--- src/inc/ias_cfg.svh ---
`ifndef IAS_CFG_SVH
`define IAS_CFG_SVH
// ****************************************
// timing constants
// ****************************************
`define IAS_CLK_HZ          125000000
`define IAS_TICK_HZ         10
`define IAS_TICK_DIV        (`IAS_CLK_HZ / `IAS_TICK_HZ)
`define IAS_PREALARM_S      60
`define IAS_EXIT_S          60
`define IAS_BYP_RESET_MIN   50
`define IAS_BYP_PRE_MIN     1
`define IAS_PREALARM_TICKS  (`IAS_PREALARM_S * `IAS_TICK_HZ)
`define IAS_EXIT_TICKS      (`IAS_EXIT_S * `IAS_TICK_HZ)
`define IAS_BYP_RESET_TICKS (`IAS_BYP_RESET_MIN * 60 * `IAS_TICK_HZ)
`define IAS_BYP_PRE_TICKS   (`IAS_BYP_PRE_MIN * 60 * `IAS_TICK_HZ)
`define IAS_FLASH_TICKS     5
`define IAS_DEBOUNCE_TICKS  1
`endif

--- src/inc/ias_pkg.sv ---
`default_nettype none
package ias_pkg;
   // ****************************************
   // sequencer states
   // ****************************************
   typedef enum logic [2:0] {
      IAS_IDLE_ARMED,
      IAS_EXIT_WINDOW,
      IAS_DOOR_PREALARM,
      IAS_BYPASS,
      IAS_BYPASS_PREALARM,
      IAS_FULL_ALARM
   } ias_state_t;
endpackage
`default_nettype wire

--- src/inc/ias_in_if.sv ---
`default_nettype none
// ****************************************
// cleaned inputs from the conditioner
// ****************************************
interface ias_in_if;
   logic door_open;
   logic armed;
   logic button;
   logic button_rise;
   logic tick;
   modport src (output door_open, output armed, output button, output button_rise, output tick);
   modport dst (input door_open, input armed, input button, input button_rise, input tick);
endinterface
`default_nettype wire

--- src/ias_input_cond.sv ---
`include "ias_cfg.svh"
`default_nettype none
// ****************************************
// tick prescaler, synchronisers, debounce
// ****************************************
module ias_input_cond #(
   parameter int unsigned NUM_DOORS = 2,
   parameter int unsigned TICK_DIV  = `IAS_TICK_DIV
) (
   // clock and reset
   input  wire logic                 clock_i,
   input  wire logic                 sys_rst_i,
   // raw pins
   input  wire logic [NUM_DOORS-1:0] door_open_i,
   input  wire logic                 armed_i,
   input  wire logic                 button_i,
   // cleaned outputs
   ias_in_if.src                     cln
);
   localparam int unsigned RAW_W = NUM_DOORS + 2;

   logic [31:0]      div_q;
   logic             tick_q;
   logic [RAW_W-1:0] meta_q;
   logic [RAW_W-1:0] sync_q;
   logic [RAW_W-1:0] stab_q;
   logic             btn_prev_q;

   // prescaler for the slow tick
   always_ff @(posedge clock_i or posedge sys_rst_i) begin
      if (sys_rst_i) begin
         div_q  <= 32'h0;
         tick_q <= 1'b0;
      end else if (div_q == TICK_DIV - 1) begin
         div_q  <= 32'h0;
         tick_q <= 1'b1;
      end else begin
         div_q  <= div_q + 32'h1;
         tick_q <= 1'b0;
      end
   end

   // two-stage synchroniser
   always_ff @(posedge clock_i or posedge sys_rst_i) begin
      if (sys_rst_i) begin
         meta_q <= '0;
         sync_q <= '0;
      end else begin
         meta_q <= {button_i, armed_i, door_open_i};
         sync_q <= meta_q;
      end
   end

   // debounce: sample once per tick so chatter shorter than a tick is ignored
   always_ff @(posedge clock_i or posedge sys_rst_i) begin
      if (sys_rst_i) begin
         stab_q <= '0;
      end else if (tick_q) begin
         stab_q <= sync_q;
      end
   end

   // pushbutton edge
   always_ff @(posedge clock_i or posedge sys_rst_i) begin
      if (sys_rst_i) begin
         btn_prev_q <= 1'b0;
      end else begin
         btn_prev_q <= stab_q[RAW_W-1];
      end
   end

   assign cln.door_open   = |stab_q[NUM_DOORS-1:0];
   assign cln.armed       = stab_q[NUM_DOORS];
   assign cln.button      = stab_q[RAW_W-1];
   assign cln.button_rise = stab_q[RAW_W-1] & ~btn_prev_q;
   assign cln.tick        = tick_q;
endmodule
`default_nettype wire

--- src/ias_sequencer.sv ---
`include "ias_cfg.svh"
`default_nettype none
// Summary of operation
// armed and a door opens: start 60 s pre-alarm, flash lamp.
// not bypassed before pre-alarm ends: full alarm.
// full alarm: lamp steady, sounder on, office flag set, recorder de-energized.
// bypass ignores doors, lamp off except during bypass pre-alarm.
// entering bypass starts 50 minute reset timer.
// reset timer expiry flashes lamp for one-minute pre-alarm.
// pushbutton during bypass pre-alarm restarts 50 minutes, lamp off.
// no acknowledge within the one minute: full alarm.
// arming gives 60 s exit window, closing door satisfies it.
// door still open when exit window ends: full alarm.
// full alarm latched until switch cycled A-B-A or B-A-B.
// cycle reset silences sounder, lamp off, flag cleared, recorder energized.
// after reset, re-enter sequence matching final switch position.
// lamp driven regardless of panel lighting switch.
// timers from prescaled tick; inputs synchronised and debounced.
module ias_sequencer #(
   parameter int unsigned NUM_DOORS       = 2,
   parameter int unsigned TICK_DIV        = `IAS_TICK_DIV,
   parameter int unsigned PREALARM_TICKS  = `IAS_PREALARM_TICKS,
   parameter int unsigned EXIT_TICKS      = `IAS_EXIT_TICKS,
   parameter int unsigned BYP_RESET_TICKS = `IAS_BYP_RESET_TICKS,
   parameter int unsigned BYP_PRE_TICKS   = `IAS_BYP_PRE_TICKS,
   parameter int unsigned FLASH_TICKS     = `IAS_FLASH_TICKS
) (
   // clock and reset
   input  wire logic                 clock_i,
   input  wire logic                 sys_rst_i,
   // field inputs
   input  wire logic [NUM_DOORS-1:0] door_open_i,
   input  wire logic                 armed_i,
   input  wire logic                 lamp_button_i,
   input  wire logic                 panel_light_on_i,
   // outputs
   output logic                      intrusion_indication_lamp_o,
   output logic                      sounder_o,
   output logic                      office_intrusion_alarm_flag_o,
   output logic                      event_recorder_energize_o,
   output logic                      full_alarm_o
);
   ias_in_if cln ();

   ias_pkg::ias_state_t state_q;
   ias_pkg::ias_state_t state_d;
   logic [31:0]         timer_q;
   logic                timer_load;
   logic [31:0]         timer_init;
   logic                timer_done;
   logic [31:0]         flash_cnt_q;
   logic                flash_q;
   logic                armed_prev_q;
   logic [1:0]          flips_q;
   logic                exit_opened_q;
   logic                lamp_d;

   // ****************************************
   // input conditioning
   // ****************************************
   ias_input_cond #(
      .NUM_DOORS (NUM_DOORS),
      .TICK_DIV  (TICK_DIV)
   ) u_cond (
      .clock_i     (clock_i),
      .sys_rst_i   (sys_rst_i),
      .door_open_i (door_open_i),
      .armed_i     (armed_i),
      .button_i    (lamp_button_i),
      .cln         (cln.src)
   );

   // ****************************************
   // state machine
   // ****************************************
   wire armed_edge = cln.armed != armed_prev_q;

   // timer expires on the tick that takes it to zero
   assign timer_done = cln.tick && (timer_q == 32'h1);

   // next-state and timer reload
   always_comb begin
      state_d    = state_q;
      timer_load = 1'b0;
      timer_init = 32'h0;
      unique case (state_q)
         ias_pkg::IAS_IDLE_ARMED: begin
            if (!cln.armed) begin
               state_d    = ias_pkg::IAS_BYPASS;
               timer_load = 1'b1;
               timer_init = BYP_RESET_TICKS;
            end else if (cln.door_open) begin
               state_d    = ias_pkg::IAS_DOOR_PREALARM;
               timer_load = 1'b1;
               timer_init = PREALARM_TICKS;
            end
         end
         ias_pkg::IAS_EXIT_WINDOW: begin
            if (!cln.armed) begin
               state_d    = ias_pkg::IAS_BYPASS;
               timer_load = 1'b1;
               timer_init = BYP_RESET_TICKS;
            end else if (exit_opened_q && !cln.door_open) begin
               state_d = ias_pkg::IAS_IDLE_ARMED;
            end else if (timer_done) begin
               if (cln.door_open) begin
                  state_d = ias_pkg::IAS_FULL_ALARM;
               end else begin
                  state_d = ias_pkg::IAS_IDLE_ARMED;
               end
            end
         end
         ias_pkg::IAS_DOOR_PREALARM: begin
            if (!cln.armed) begin
               state_d    = ias_pkg::IAS_BYPASS;
               timer_load = 1'b1;
               timer_init = BYP_RESET_TICKS;
            end else if (timer_done) begin
               state_d = ias_pkg::IAS_FULL_ALARM;
            end
         end
         ias_pkg::IAS_BYPASS: begin
            // doors are not looked at here
            if (cln.armed) begin
               state_d    = ias_pkg::IAS_EXIT_WINDOW;
               timer_load = 1'b1;
               timer_init = EXIT_TICKS;
            end else if (timer_done) begin
               state_d    = ias_pkg::IAS_BYPASS_PREALARM;
               timer_load = 1'b1;
               timer_init = BYP_PRE_TICKS;
            end
         end
         ias_pkg::IAS_BYPASS_PREALARM: begin
            if (cln.armed) begin
               state_d    = ias_pkg::IAS_EXIT_WINDOW;
               timer_load = 1'b1;
               timer_init = EXIT_TICKS;
            end else if (cln.button_rise) begin
               state_d    = ias_pkg::IAS_BYPASS;
               timer_load = 1'b1;
               timer_init = BYP_RESET_TICKS;
            end else if (timer_done) begin
               state_d = ias_pkg::IAS_FULL_ALARM;
            end
         end
         ias_pkg::IAS_FULL_ALARM: begin
            // only a two-flip switch cycle leaves the latch
            if (armed_edge && flips_q == 2'd1) begin
               timer_load = 1'b1;
               if (cln.armed) begin
                  state_d    = ias_pkg::IAS_EXIT_WINDOW;
                  timer_init = EXIT_TICKS;
               end else begin
                  state_d    = ias_pkg::IAS_BYPASS;
                  timer_init = BYP_RESET_TICKS;
               end
            end
         end
      endcase
   end

   // state register
   always_ff @(posedge clock_i or posedge sys_rst_i) begin
      if (sys_rst_i) begin
         state_q <= ias_pkg::IAS_BYPASS;
      end else begin
         state_q <= state_d;
      end
   end

   // timer counts down on each tick
   always_ff @(posedge clock_i or posedge sys_rst_i) begin
      if (sys_rst_i) begin
         timer_q <= 32'(BYP_RESET_TICKS);
      end else if (timer_load) begin
         timer_q <= timer_init;
      end else if (cln.tick && timer_q != 32'h0) begin
         timer_q <= timer_q - 32'h1;
      end
   end

   // switch position history and flip count while latched
   always_ff @(posedge clock_i or posedge sys_rst_i) begin
      if (sys_rst_i) begin
         armed_prev_q <= 1'b0;
         flips_q      <= 2'd0;
      end else begin
         armed_prev_q <= cln.armed;
         if (state_q != ias_pkg::IAS_FULL_ALARM) begin
            flips_q <= 2'd0;
         end else if (armed_edge && flips_q != 2'd2) begin
            flips_q <= flips_q + 2'd1;
         end
      end
   end

   // exit window: remember whether the door was seen open
   always_ff @(posedge clock_i or posedge sys_rst_i) begin
      if (sys_rst_i) begin
         exit_opened_q <= 1'b0;
      end else if (state_q != ias_pkg::IAS_EXIT_WINDOW) begin
         exit_opened_q <= 1'b0;
      end else if (cln.door_open) begin
         exit_opened_q <= 1'b1;
      end
   end

   // ****************************************
   // flash cadence and outputs
   // ****************************************
   always_ff @(posedge clock_i or posedge sys_rst_i) begin
      if (sys_rst_i) begin
         flash_cnt_q <= 32'h0;
         flash_q     <= 1'b0;
      end else if (cln.tick) begin
         if (flash_cnt_q == FLASH_TICKS - 1) begin
            flash_cnt_q <= 32'h0;
            flash_q     <= ~flash_q;
         end else begin
            flash_cnt_q <= flash_cnt_q + 32'h1;
         end
      end
   end

   // lamp ignores panel lighting switch
   always_comb begin
      unique case (state_d)
         ias_pkg::IAS_DOOR_PREALARM:   lamp_d = flash_q;
         ias_pkg::IAS_BYPASS_PREALARM: lamp_d = flash_q;
         ias_pkg::IAS_FULL_ALARM:      lamp_d = 1'b1;
         default:                      lamp_d = 1'b0;
      endcase
   end

   // registered outputs
   always_ff @(posedge clock_i or posedge sys_rst_i) begin
      if (sys_rst_i) begin
         intrusion_indication_lamp_o   <= 1'b0;
         sounder_o                     <= 1'b0;
         office_intrusion_alarm_flag_o <= 1'b0;
         event_recorder_energize_o     <= 1'b1;
         full_alarm_o                  <= 1'b0;
      end else begin
         intrusion_indication_lamp_o   <= lamp_d;
         sounder_o                     <= state_d == ias_pkg::IAS_FULL_ALARM;
         office_intrusion_alarm_flag_o <= state_d == ias_pkg::IAS_FULL_ALARM;
         event_recorder_energize_o     <= state_d != ias_pkg::IAS_FULL_ALARM;
         full_alarm_o                  <= state_d == ias_pkg::IAS_FULL_ALARM;
      end
   end

   // panel lighting input is accepted but never gates the lamp
   wire unused_ok = panel_light_on_i;
endmodule
`default_nettype wire

--- config.mk ---
export PLATFORM = sky130hd
export DESIGN_NAME = ias_sequencer
export DESIGN_NICKNAME = d
export VERILOG_FILES = /design/src/inc/ias_pkg.sv /design/src/inc/ias_in_if.sv /design/src/ias_input_cond.sv /design/src/ias_sequencer.sv
export VERILOG_INCLUDE_DIRS = /design/src /design/src/inc
export SDC_FILE = /design/constraint.sdc
export NUM_CORES = 1
export LEC_CHECK = 0
export CORE_MARGIN = 1
export CORE_UTILIZATION = 25
export DETAILED_ROUTE_END_ITERATION = 8
export DONT_BUFFER_PORTS = 1
export SKIP_CTS_REPAIR_TIMING = 1
export SYNTH_ARGS = -nofsm -noshare
export SYNTH_HDL_FRONTEND = slang
export SYNTH_HIERARCHICAL = 1
export SYNTH_SLANG_ARGS = --single-unit
--- constraint.sdc ---
create_clock -name clock_i -period 6.9 [get_ports clock_i]
set_input_delay 1.38 -clock clock_i [delete_from_list [all_inputs] [get_ports clock_i]]
set_output_delay 1.38 -clock clock_i [all_outputs]
set_load 0.03 [all_outputs]
* Yosys cells after proc, flatten, opt, wreduce, memory -nomap -nowiden
Index checks and enable logic that the tools add are counted.
** Storage, ports and cells
- Register bits after elaboration :: 121
- Latch bits :: 0
- Bits in writable memories :: 0
- Memory bits (read-only) :: 0
- Input bits :: 7
- Output and inout port bits :: 5
- Word-level logic and storage cells :: 99
- Memories kept :: 0
** Operators by class
- $add $sub $neg :: 4
- $mul :: 0
- Div/mod/pow operators :: 0
- $lt $le $gt $ge :: 0
- Equality and inequality tests :: 17
- Shift operators :: 0
- Mux-type cells :: 44
- Bitwise logic cells :: 3
- Reduce and logical (&&, ||, !) cells :: 15
** Operators by type and width (count)
- $pmux W32 S5 :: 1
- $mux W32 :: 4
- $mux W15 :: 6
- $add A32 B1 Y32 const B :: 2
- $mux W3 :: 13
- $eq A32 B1 Y1 const B :: 1
- $eq A32 B24 Y1 const B :: 1
- $eq A32 B3 Y1 const B :: 1
- $reduce_bool A32 Y1 :: 1
- $sub A32 B1 Y32 const B :: 1
- $mux W10 :: 3
- $pmux W3 S6 :: 1
- $eq A3 B3 Y1 const B :: 4
- $mux W1 :: 11
- $eq A3 B2 Y1 const B :: 3
- $mux W2 :: 3
- $ne A3 B3 Y1 const B :: 2
- $reduce_bool A2 Y1 :: 3
- $reduce_or A2 Y1 :: 3
- $logic_and A1 B1 Y1 :: 5
- $pmux W1 S5 :: 1
- $eq A3 B1 Y1 const B :: 1
- $logic_not A3 Y1 :: 1
- $ne A3 B1 Y1 const B :: 1
- other kinds (9) :: 10

* Logic depth before layout (Yosys ltp)
Gate-level depths: netlist of run 1.
- Depth after elaboration :: 9
- Gate-level depth with buffers :: 10
- Mapped depth without buffers :: 9

* Modules after synthesis
Netlist of run 1, hierarchy kept.
** Modules (own cells, without submodules)
- ias_sequencer :: instances 1, cells an instance 442, area each 4211.5 um^2, seq. area each 1889.3 um^2
- ias_input_cond :: instances 1, cells an instance 180, area each 2024.4 um^2, seq. area each 1151.1 um^2

* Least setup slack after synthesis of run 1
Ideal clock, no wire load.
- Path type :: register -> register
- From :: reg timer_q[27]
- To :: reg timer_q[3]
- Setup time :: 0.147 ns
- Arrival :: 2.387 ns
- Data required time :: 6.753 ns
- Path slack :: 4.366 ns
- Stages on the path, launching flop included :: 7
- Buffers on the path :: 0
- Period minus slack after synthesis :: 2.534 ns
- Path through :: dfrtp_1 or4_4 or4_4 or3_4 a32oi_4 o21a_1 a21oi_1
** On the way
- Word-level cells in the longest chain between the ends :: 6
- Elaborated cells on any way between the ends :: 12
- Classes of those cells :: eq/ne: 1; mux: 7; reduce/logical: 4
** Ends and longest elaborated chain
- start: declaration :: line ias_sequencer.sv:47 : logic [31:0] timer_q;
- start signal: assignment :: line ias_sequencer.sv:175 : timer_q <= 32'(BYP_RESET_TICKS);
- start signal: assignment :: line ias_sequencer.sv:177 : timer_q <= timer_init;
- start signal: assignment :: line ias_sequencer.sv:179 : timer_q <= timer_q - 32'h1;
- $eq A32 B1 Y1 :: line ias_sequencer.sv:79 : assign timer_done = cln.tick && (timer_q == 32'h1);
- $logic_and A1 B1 Y1 :: line ias_sequencer.sv:79
- $mux W10 or $mux W1 (tied branches) :: line ias_sequencer.sv:128 : end else if (timer_done) begin
- $mux W10 or $mux W1 (tied branches) :: line ias_sequencer.sv:124 : if (cln.armed) begin
- $pmux W32 S5 or $pmux W1 S5 (tied branches) :: line ias_sequencer.sv:86 : unique case (state_q)
- $mux W32 or $reduce_bool A2 Y1 (tied branches)
Parallel ways exist; a longest one is shown, timed or not. The select of a mux whose other input is x is not followed.
A chain may end at the register's enable or synchronous reset.

* Worst setup path after layout of run 1
Same ends and word-level chain as after synthesis.

==> impl_summary.md, run 1 <==
Placed design
The congestion estimate from routability-driven global placement came to roughly 0.8. The placed cell area is approximately 6500 um^2. The count of buffers added on input and output ports is 0.

The detailed placer's ending HPWL is 8240 um.

Timing
At the pin with the least slew margin, the transition time is between 900 and 1000 ps. Of the available clock period, the critical path in the final layout requires 0.452. The number of setup violations in the final report is 0.

Based on the critical path, the design can be clocked at up to 0.321 GHz. The count of final max-slew check failures was 0. Setup repair after global routing left no endpoint under its margin. The remaining max-slew budget at the tightest pin is 0.370. Summed over all failing endpoints, the final setup total negative slack is 0 ps.

Counting I/O delays and the setup requirement, the final critical path takes 3120 ps. The clock arrives with 6.52 ps of skew. The number of failing hold endpoints at the final stage is 0.

Global route
For this run, the total global-route usage over all layers was measured as 0.103. The via count of the first global-routing pass is roughly 4.4k. The number of antenna violations at the first check in global routing is 0. Entering global routing, the biggest net connects 76 pins. The wire length of the first global-routing pass is 21500 um. Global routing finished with a remaining overflow of 0.

Cells and area
The finished cells cover 7220 um^2. Compared with the post-synthesis result, the final layout area differs by 15.7%. Of the cells placed in the final design, the portion with a size suffix greater than 1 is 0.104. The number of nets at the end of the flow is 639. The repair_antennas step left the layout with diodes totalling 0. The fraction of the core area covered by cells at the end of the flow is 0.296.

The filler cells instantiated in the layout total around 2.6k.

Setup path
For the worst setup path, the data arrival time is 3380 ps. The critical path is of the reg2reg type. The critical path starts at timer_q[27]$_DFFE_PP0P_.

The highest fanout seen on the critical path is 24. The startpoint of the worst-slack reg-to-reg timing path is timer_q[27]$_DFFE_PP0P_. At the worst endpoint, the required time is slightly above 7000 ps. The critical path capture point type is a register. The worst setup path is launched from a register. The worst register-to-register path has a depth of 6.

Drt
The via count normalized by instance count is ~4.8. The wire length per cell is approximately 13 um. For this block, the routed nets add up to 12500 um of wire.

The starting DRC count in detailed routing is 346. The post-detailed-route DRC marker count is 0. The number of nets with antenna violations after detailed routing is 0.

The routed via count is 4572. The first detailed-routing pass took 5 iterations.

Yosys
The synthesized instance count is 622. The most used flip-flop cell after synthesis is sky130_fd_sc_hd__dfrtp_1. The number of warnings issued by yosys is 6. When the netlist entered floorplanning its net count stood at 638.

The synthesized flop and latch total is around 120. The mean cell area of the mapped netlist is 10.0 um^2. The number of enable flip-flop cells after synthesis is 0. Summing every instance area after synthesis gives 6240 um^2. The number of library cell types mapped by synthesis is 66. The share of flip-flops with an asynchronous set or reset is 1.00.

The part of the Yosys area used for sequential elements is 0.488.

Worst hold path
The worst hold path begins at u_cond/meta_q[2]$_DFF_PP0_. The type of the tightest min-delay check is reg2reg. Counting instances, the worst hold path has a depth of 0.

Clock network
The TritonCTS sink count is 121. The clock reaches the later pin of the worst-skew pair after 420 ps. The clock-pin slew on the worst setup and hold paths is 50 ps. The H-tree was split into 4 levels. No sink is reached through more buffers than the 2 on the longest clock path. Clock tree synthesis inserted a total of 17 buffers. CTS placed an instance of sky130_fd_sc_hd__clkbuf_16 at the clock tree root. TritonCTS built the clock tree.

Power
Dividing total power by cell area gives a power density of 239 nW/um^2. In this run the static leakage power is 3.00 nW. The peak ir drop on the vdd network is approximately 0.17 mV. The power after layout is approximately 0.0017 W.

Floorplan
The number of placement rows is 57. The initial utilization of the core area, before any placement, comes to 0.256. 12 I/O pins were placed. From left edge to right edge, the die measures around 160 um. The die is 160 um tall.

The core area is between 20000 and 25000 um^2. The full die area is 25600 um^2.

Outcome
The run finished with clean final reports.

Run
The number of max-cap violations is 0.
-- final timing paths --
path / end / slack (ps)
min: u_cond/sync_q[2]$_DFF_PP0_ / 350
min in group asynchronous: u_cond/meta_q[0]$_DFF_PP0_ / 1050
max: timer_q[3]$_DFFE_PP0P_ / 3780
max reg2reg: timer_q[3]$_DFFE_PP0P_ / 3780
max in group asynchronous: flash_q$_DFFE_PP0P_ / 5150
min reg2reg: u_cond/sync_q[2]$_DFF_PP0_ / 350
-- worst max-delay path, stage by stage (launching register included) --
cell,delay (ps)
sky130_fd_sc_hd__dfrtp_1,420
sky130_fd_sc_hd__or4_4,570
sky130_fd_sc_hd__or4_4,500
sky130_fd_sc_hd__or3_4,410
sky130_fd_sc_hd__a32oi_4,710
sky130_fd_sc_hd__o21a_1,290
sky130_fd_sc_hd__a21oi_1,60
-- cells by family (layout without fill, tap and decap cells) --
logic type | count (synthesis) | in the layout | synth area share
AND/OR/NAND/NOR | 285 | 285 | 0.248
adder cells (fa/ha/maj) | 9 | 9 | 0.0181
XOR/XNOR | 88 | 88 | 0.124
multiplexers | 10 | 10 | 0.0171
buffers and inverters | 41 | 55 | 0.0295
AO/OA/AOI/OAI | 68 | 68 | 0.0762
flip-flops | 121 | 121 | 0.488
-- layout by cell type (no fill, tap or decap), types with 13 or more instances in the layout --
cell | synthesis | final
sky130_fd_sc_hd__nand4_1 | 28 | 28
sky130_fd_sc_hd__clkbuf_16 | 0 | 17
sky130_fd_sc_hd__a21oi_1 | 22 | 22
sky130_fd_sc_hd__inv_1 | 22 | 20
sky130_fd_sc_hd__nand3_1 | 37 | 37
sky130_fd_sc_hd__xor2_1 | 38 | 38
sky130_fd_sc_hd__nor3_1 | 22 | 22
sky130_fd_sc_hd__and3_1 | 13 | 13
sky130_fd_sc_hd__xnor2_1 | 50 | 50
sky130_fd_sc_hd__nand2_1 | 45 | 45
sky130_fd_sc_hd__nor2_1 | 64 | 64
sky130_fd_sc_hd__nor4_1 | 19 | 19
sky130_fd_sc_hd__dfrtp_1 | 111 | 111
-- layer usage --
layer	vias up	track usage	part of all wire	wire length, um
met3	20	0.0265	0.028	345
met1	2276	0.138	0.49	6150
met5	-	0	0	0
li1	2221	-	-	-
met2	55	0.158	0.47	5830
met4	0	0.0433	0.016	199
-- where the power goes --
part / switching, W / internal [W] / total [W]
Sequential: 0.000000745 / 0.000713 / 0.000714
Combinational: 0.0000131 / 0.000000538 / 0.0000137
Clock: 0.000317 / 0.000683 / 0.00100
Total: 0.000331 / 0.00140 / 0.00173
-- state kept, by name (all words and copies together), names as in the netlist --
signal,flops
flash_cnt_q,32
timer_q,32
u_cond/div_q,32
u_cond/meta_q,4
u_cond/stab_q,4
u_cond/sync_q,4
state_q,3
flips_q,2
armed_prev_q,1
event_recorder_energize_o,1
exit_opened_q,1
flash_q,1
full_alarm_o,1
intrusion_indication_lamp_o,1
u_cond/btn_prev_q,1
u_cond/cln.tick,1
-- synthesized netlist by cell type (3+ instances only) --
cell type                  number  share of area
sky130_fd_sc_hd__or4_4          4         0.0072
sky130_fd_sc_hd__nand2b_1       3         0.0030
sky130_fd_sc_hd__nor3_1        22          0.018
sky130_fd_sc_hd__mux2_2         5         0.0090
sky130_fd_sc_hd__dfstp_2       10          0.042
sky130_fd_sc_hd__nor2b_1        6         0.0060
sky130_fd_sc_hd__ha_1           9          0.018
sky130_fd_sc_hd__buf_6          3         0.0054
sky130_fd_sc_hd__clkbuf_1      14         0.0084
sky130_fd_sc_hd__and4_1         5         0.0070
sky130_fd_sc_hd__mux2i_1        5         0.0080
sky130_fd_sc_hd__dfrtp_1      111           0.45
sky130_fd_sc_hd__o21ai_0        9         0.0072
sky130_fd_sc_hd__xnor2_1       50          0.070
sky130_fd_sc_hd__and3_1        13          0.013
sky130_fd_sc_hd__o22ai_1        3         0.0030
sky130_fd_sc_hd__nand3_1       37          0.030
sky130_fd_sc_hd__nor2_1        64          0.039
sky130_fd_sc_hd__a211oi_1       3         0.0036
sky130_fd_sc_hd__nand4_1       28          0.028
sky130_fd_sc_hd__nand4b_1       7         0.0098
sky130_fd_sc_hd__inv_1         22          0.013
sky130_fd_sc_hd__and2_1         5         0.0050
sky130_fd_sc_hd__nand2_1       45          0.027
sky130_fd_sc_hd__xor2_1        38          0.053
sky130_fd_sc_hd__nor4_1        19          0.019
sky130_fd_sc_hd__or4_1          4         0.0048
sky130_fd_sc_hd__a31oi_1        5         0.0050
sky130_fd_sc_hd__a21oi_1       22          0.018
sky130_fd_sc_hd__nand3b_1       4         0.0048
-- through the flow --
stage	std cells	hold slack [ps]	setup WS [ps]
after floorplan	622	331	3630
after global placement	928	337	3770
after detailed placement	928	335	3780
after CTS	960	347	3770
after global routing	960	359	3660
final	960	346	3780
-- final cells by class --
class | instances | area [um^2] | area share
flip-flops and latches | 121 | 3040 | 0.421
inverters | 22 | 83.8 | 0.0116
clock buffers | 19 | 443 | 0.0614
repair buffers | 1 | 7.51 | 0.00104
clock inverters | 13 | 224 | 0.0310
multi-input cells | 460 | 3010 | 0.417
well taps | 324 | 405 | 0.0562
(Power assumes the default switching activity.)
==> run 2: changes to the inputs <==
Clock period 6.9 ns to 3.05 ns, I/O delays scaled along.
==> run 2 against run 1 <==
Global-route usage rose by 0.45 points. Clock skew rose by 4.2 ps. Routed wire length rose by 2.0%. Critical path type unchanged.
==> impl_summary.md, run 2 (same netlist as run 1, synthesis figures left out) <==
Cells and area
Of the cells placed in the final design, the portion with a size suffix greater than 1 is 0.122. The library cells used most frequently in the layout, excluding fill and tap cells, are 111 x sky130_fd_sc_hd__dfrtp_1, 64 x sky130_fd_sc_hd__nor2_1, 50 x sky130_fd_sc_hd__xnor2_1. The largest registers in the layout are flash_cnt_q: 32 flops, timer_q: 32 flops, u_cond/div_q: 32 flops. The total inserted antenna cells is 0. With fillers left out, the area of the finished cells amounts to 7270 um^2.

The layout has between 2k and 3k filler cells. The library cell used most frequently in the layout, excluding fill and tap cells, is sky130_fd_sc_hd__dfrtp_1. The post-route non-filler standard cell count is between 900 and 1k. The area growth from synthesis to layout is 16.6%.

The fraction of the core area covered by cells at the end of the flow is 0.298. The number of nets at the end of the flow is 651.

Drt
The number of nets with antenna violations after detailed routing is 0. The wire length per cell is 13.1 um. The overall routed net length is 12800 um. The number of iterations in the first detailed-routing pass is 4. The starting DRC count in detailed routing is roughly 270.

The met2 routed wirelength is 5750 um. The via count normalized by instance count is ~4.7. The detailed router placed 4553 vias in this run.

The wire length the detailed router placed on met1 is roughly 6400 um. The wire length on met3 is around 410 um. The post-detailed-route DRC marker count is 0.

The highest metal layer with signal wires is met4.

Timing
The number of failing hold endpoints at the final stage is 0. Setup violations remaining at the end of the flow were counted as 0. The final total negative setup slack is 0 ps. In the finished design, the share of the clock period the worst path needs comes to 0.878. At the pin with the least slew margin, the transition time is 981 ps.

Clock skew on the completed layout was measured at 10.7 ps. The remaining max-slew budget at the tightest pin is 0.346. The count of final max-slew check failures is 0. Setup repair after global routing left no endpoint under its margin. Counting I/O delays and the setup requirement, the final critical path takes between 2000 and 3000 ps. Timing would allow up to roughly 0.37 GHz.

Clock network
The clock-pin slew on the worst setup and hold paths is 60 ps. The tree is rooted in a sky130_fd_sc_hd__clkbuf_16. TritonCTS built the clock tree. The CTS buffer count is 17. The clock tree synthesis step divided the H-tree into 4 levels. The TritonCTS sink count is 121.

The maximum count of clock buffers along a single path is 2. For the worst-skew pair, the clock arrives at the later sink with an insertion delay of 420 ps.

Placed design
In this run the tool buffered the top-level ports with 0 buffer cells. The congestion estimate from routability-driven global placement came to 0.831. Once placement completed, the tool counted placed cells totaling 940.

After detailed placement, the total cell area comes to 6640 um^2. Once detailed placement completed, the half-perimeter wirelength came to 8450 um.

Setup path
The endpoint of the most critical register-to-register path is timer_q[28]$_DFFE_PP0P_. The critical path capture point type is a register. Counting cells, the worst reg-to-reg path comes to 6. The worst register-to-register path begins at timer_q[27]$_DFFE_PP0P_. In this run the register-to-register setup slack is ~370 ps. The critical path startpoint category is a register. At the worst endpoint, the arrival time is 2980 ps.

The highest fanout seen on the critical path is 22. STA puts the critical path data required time at 3350 ps. The critical path is of the reg2reg type.

Floorplan
The starting utilization of the core area is 0.256. 12 I/O pins were placed. The die covers 25600 um^2. The core region is around 24000 um^2.

The floorplan die height is approximately 160 um. The number of placement rows is 57. The floorplan step set the die width to between 150 and 200 um.

Global route
The number of antenna violations at the first check in global routing was 0. The global-route congestion overflow total is 0. The via count of the first global-routing pass is around 4.5k. Entering global routing, the biggest net connects 57 pins. The global-route usage over all layers is 0.108. The first global-routing pass estimated roughly 22000 um of wire.

Outcome
The flow ran to the end, and the final reports show no timing, DRC or antenna violations.

Power
The static leakage power is between 3 and 4 nW. For this design the ratio of total power to cell area is ~520 nW/um^2. VDD sags by at most 0.357 mV.

Overall power consumption after layout is estimated at 0.00380 W.

Worst hold path
The worst hold path passes through 0 cells. In this run the most critical hold path is launched from lamp_button_i. The tightest min-delay check is of the in2reg type. The endpoint with the worst hold slack is u_cond/meta_q[3]$_DFF_PP0_.

Run
Max-cap violations in this run came to 0.
run 2: power by group:
| group | switching [W] | total, W | internal, W |
|---|---|---|---|
| sequential | 0.00000148 | 0.00161 | 0.00161 |
| combinational | 0.0000306 | 0.0000325 | 0.00000199 |
| clock | 0.000837 | 0.00216 | 0.00132 |
| total | 0.000869 | 0.00380 | 0.00294 |
run 2: metrics by stage:
| step | setup WS (ps) | hold WS (ps) |
|---|---|---|
| after floorplan | 516 | 331 |
| after global placement | 401 | 337 |
| after detailed placement | 360 | 337 |
| after CTS | 350 | 189 |
| after global routing | 249 | 189 |
| final | 371 | 209 |
run 2: worst max-delay path by stage:
stage / cells after the start / startpoint / endpoint / slack (ps)
2_1_floorplan: 6 / timer_q[27]$_DFFE_PP0P_ / timer_q[3]$_DFFE_PP0P_ / 520
3_3_place_gp: 6 / timer_q[27]$_DFFE_PP0P_ / timer_q[1]$_DFFE_PP0P_ / 400
3_5_place_dp: 6 / timer_q[27]$_DFFE_PP0P_ / timer_q[25]$_DFFE_PP0P_ / 360
4_1_cts: 6 / timer_q[27]$_DFFE_PP0P_ / timer_q[28]$_DFFE_PP0P_ / 350
5_1_grt: 6 / timer_q[27]$_DFFE_PP0P_ / timer_q[28]$_DFFE_PP0P_ / 250
6_report: 6 / timer_q[27]$_DFFE_PP0P_ / timer_q[28]$_DFFE_PP0P_ / 370
run 2: metal layers:
| layer | vias up | GRT usage |
|---|---|---|
| li1 | 2253 | - |
| met1 | 2215 | 0.146 |
| met4 | 0 | 0.0481 |
| met2 | 69 | 0.163 |
| met5 | - | 0 |
| met3 | 16 | 0.0260 |
run 2: critical path, cell delays in order (launching register included):
cell,delay [ps]
sky130_fd_sc_hd__dfrtp_1,420
sky130_fd_sc_hd__or4_4,580
sky130_fd_sc_hd__or4_4,500
sky130_fd_sc_hd__or3_4,400
sky130_fd_sc_hd__a32oi_4,270
sky130_fd_sc_hd__buf_4,300
sky130_fd_sc_hd__nor2_1,90
run 2: area by class of cell:
type,count,area [um^2],share of cell area
sequential,121,3040,0.418
multi-input combinational,460,3010,0.414
clock buffer,17,425,0.0585
tap,324,405,0.0558
clock inverter,15,204,0.0281
timing repair buffer,13,97.6,0.0134
inverter,22,83.8,0.0115
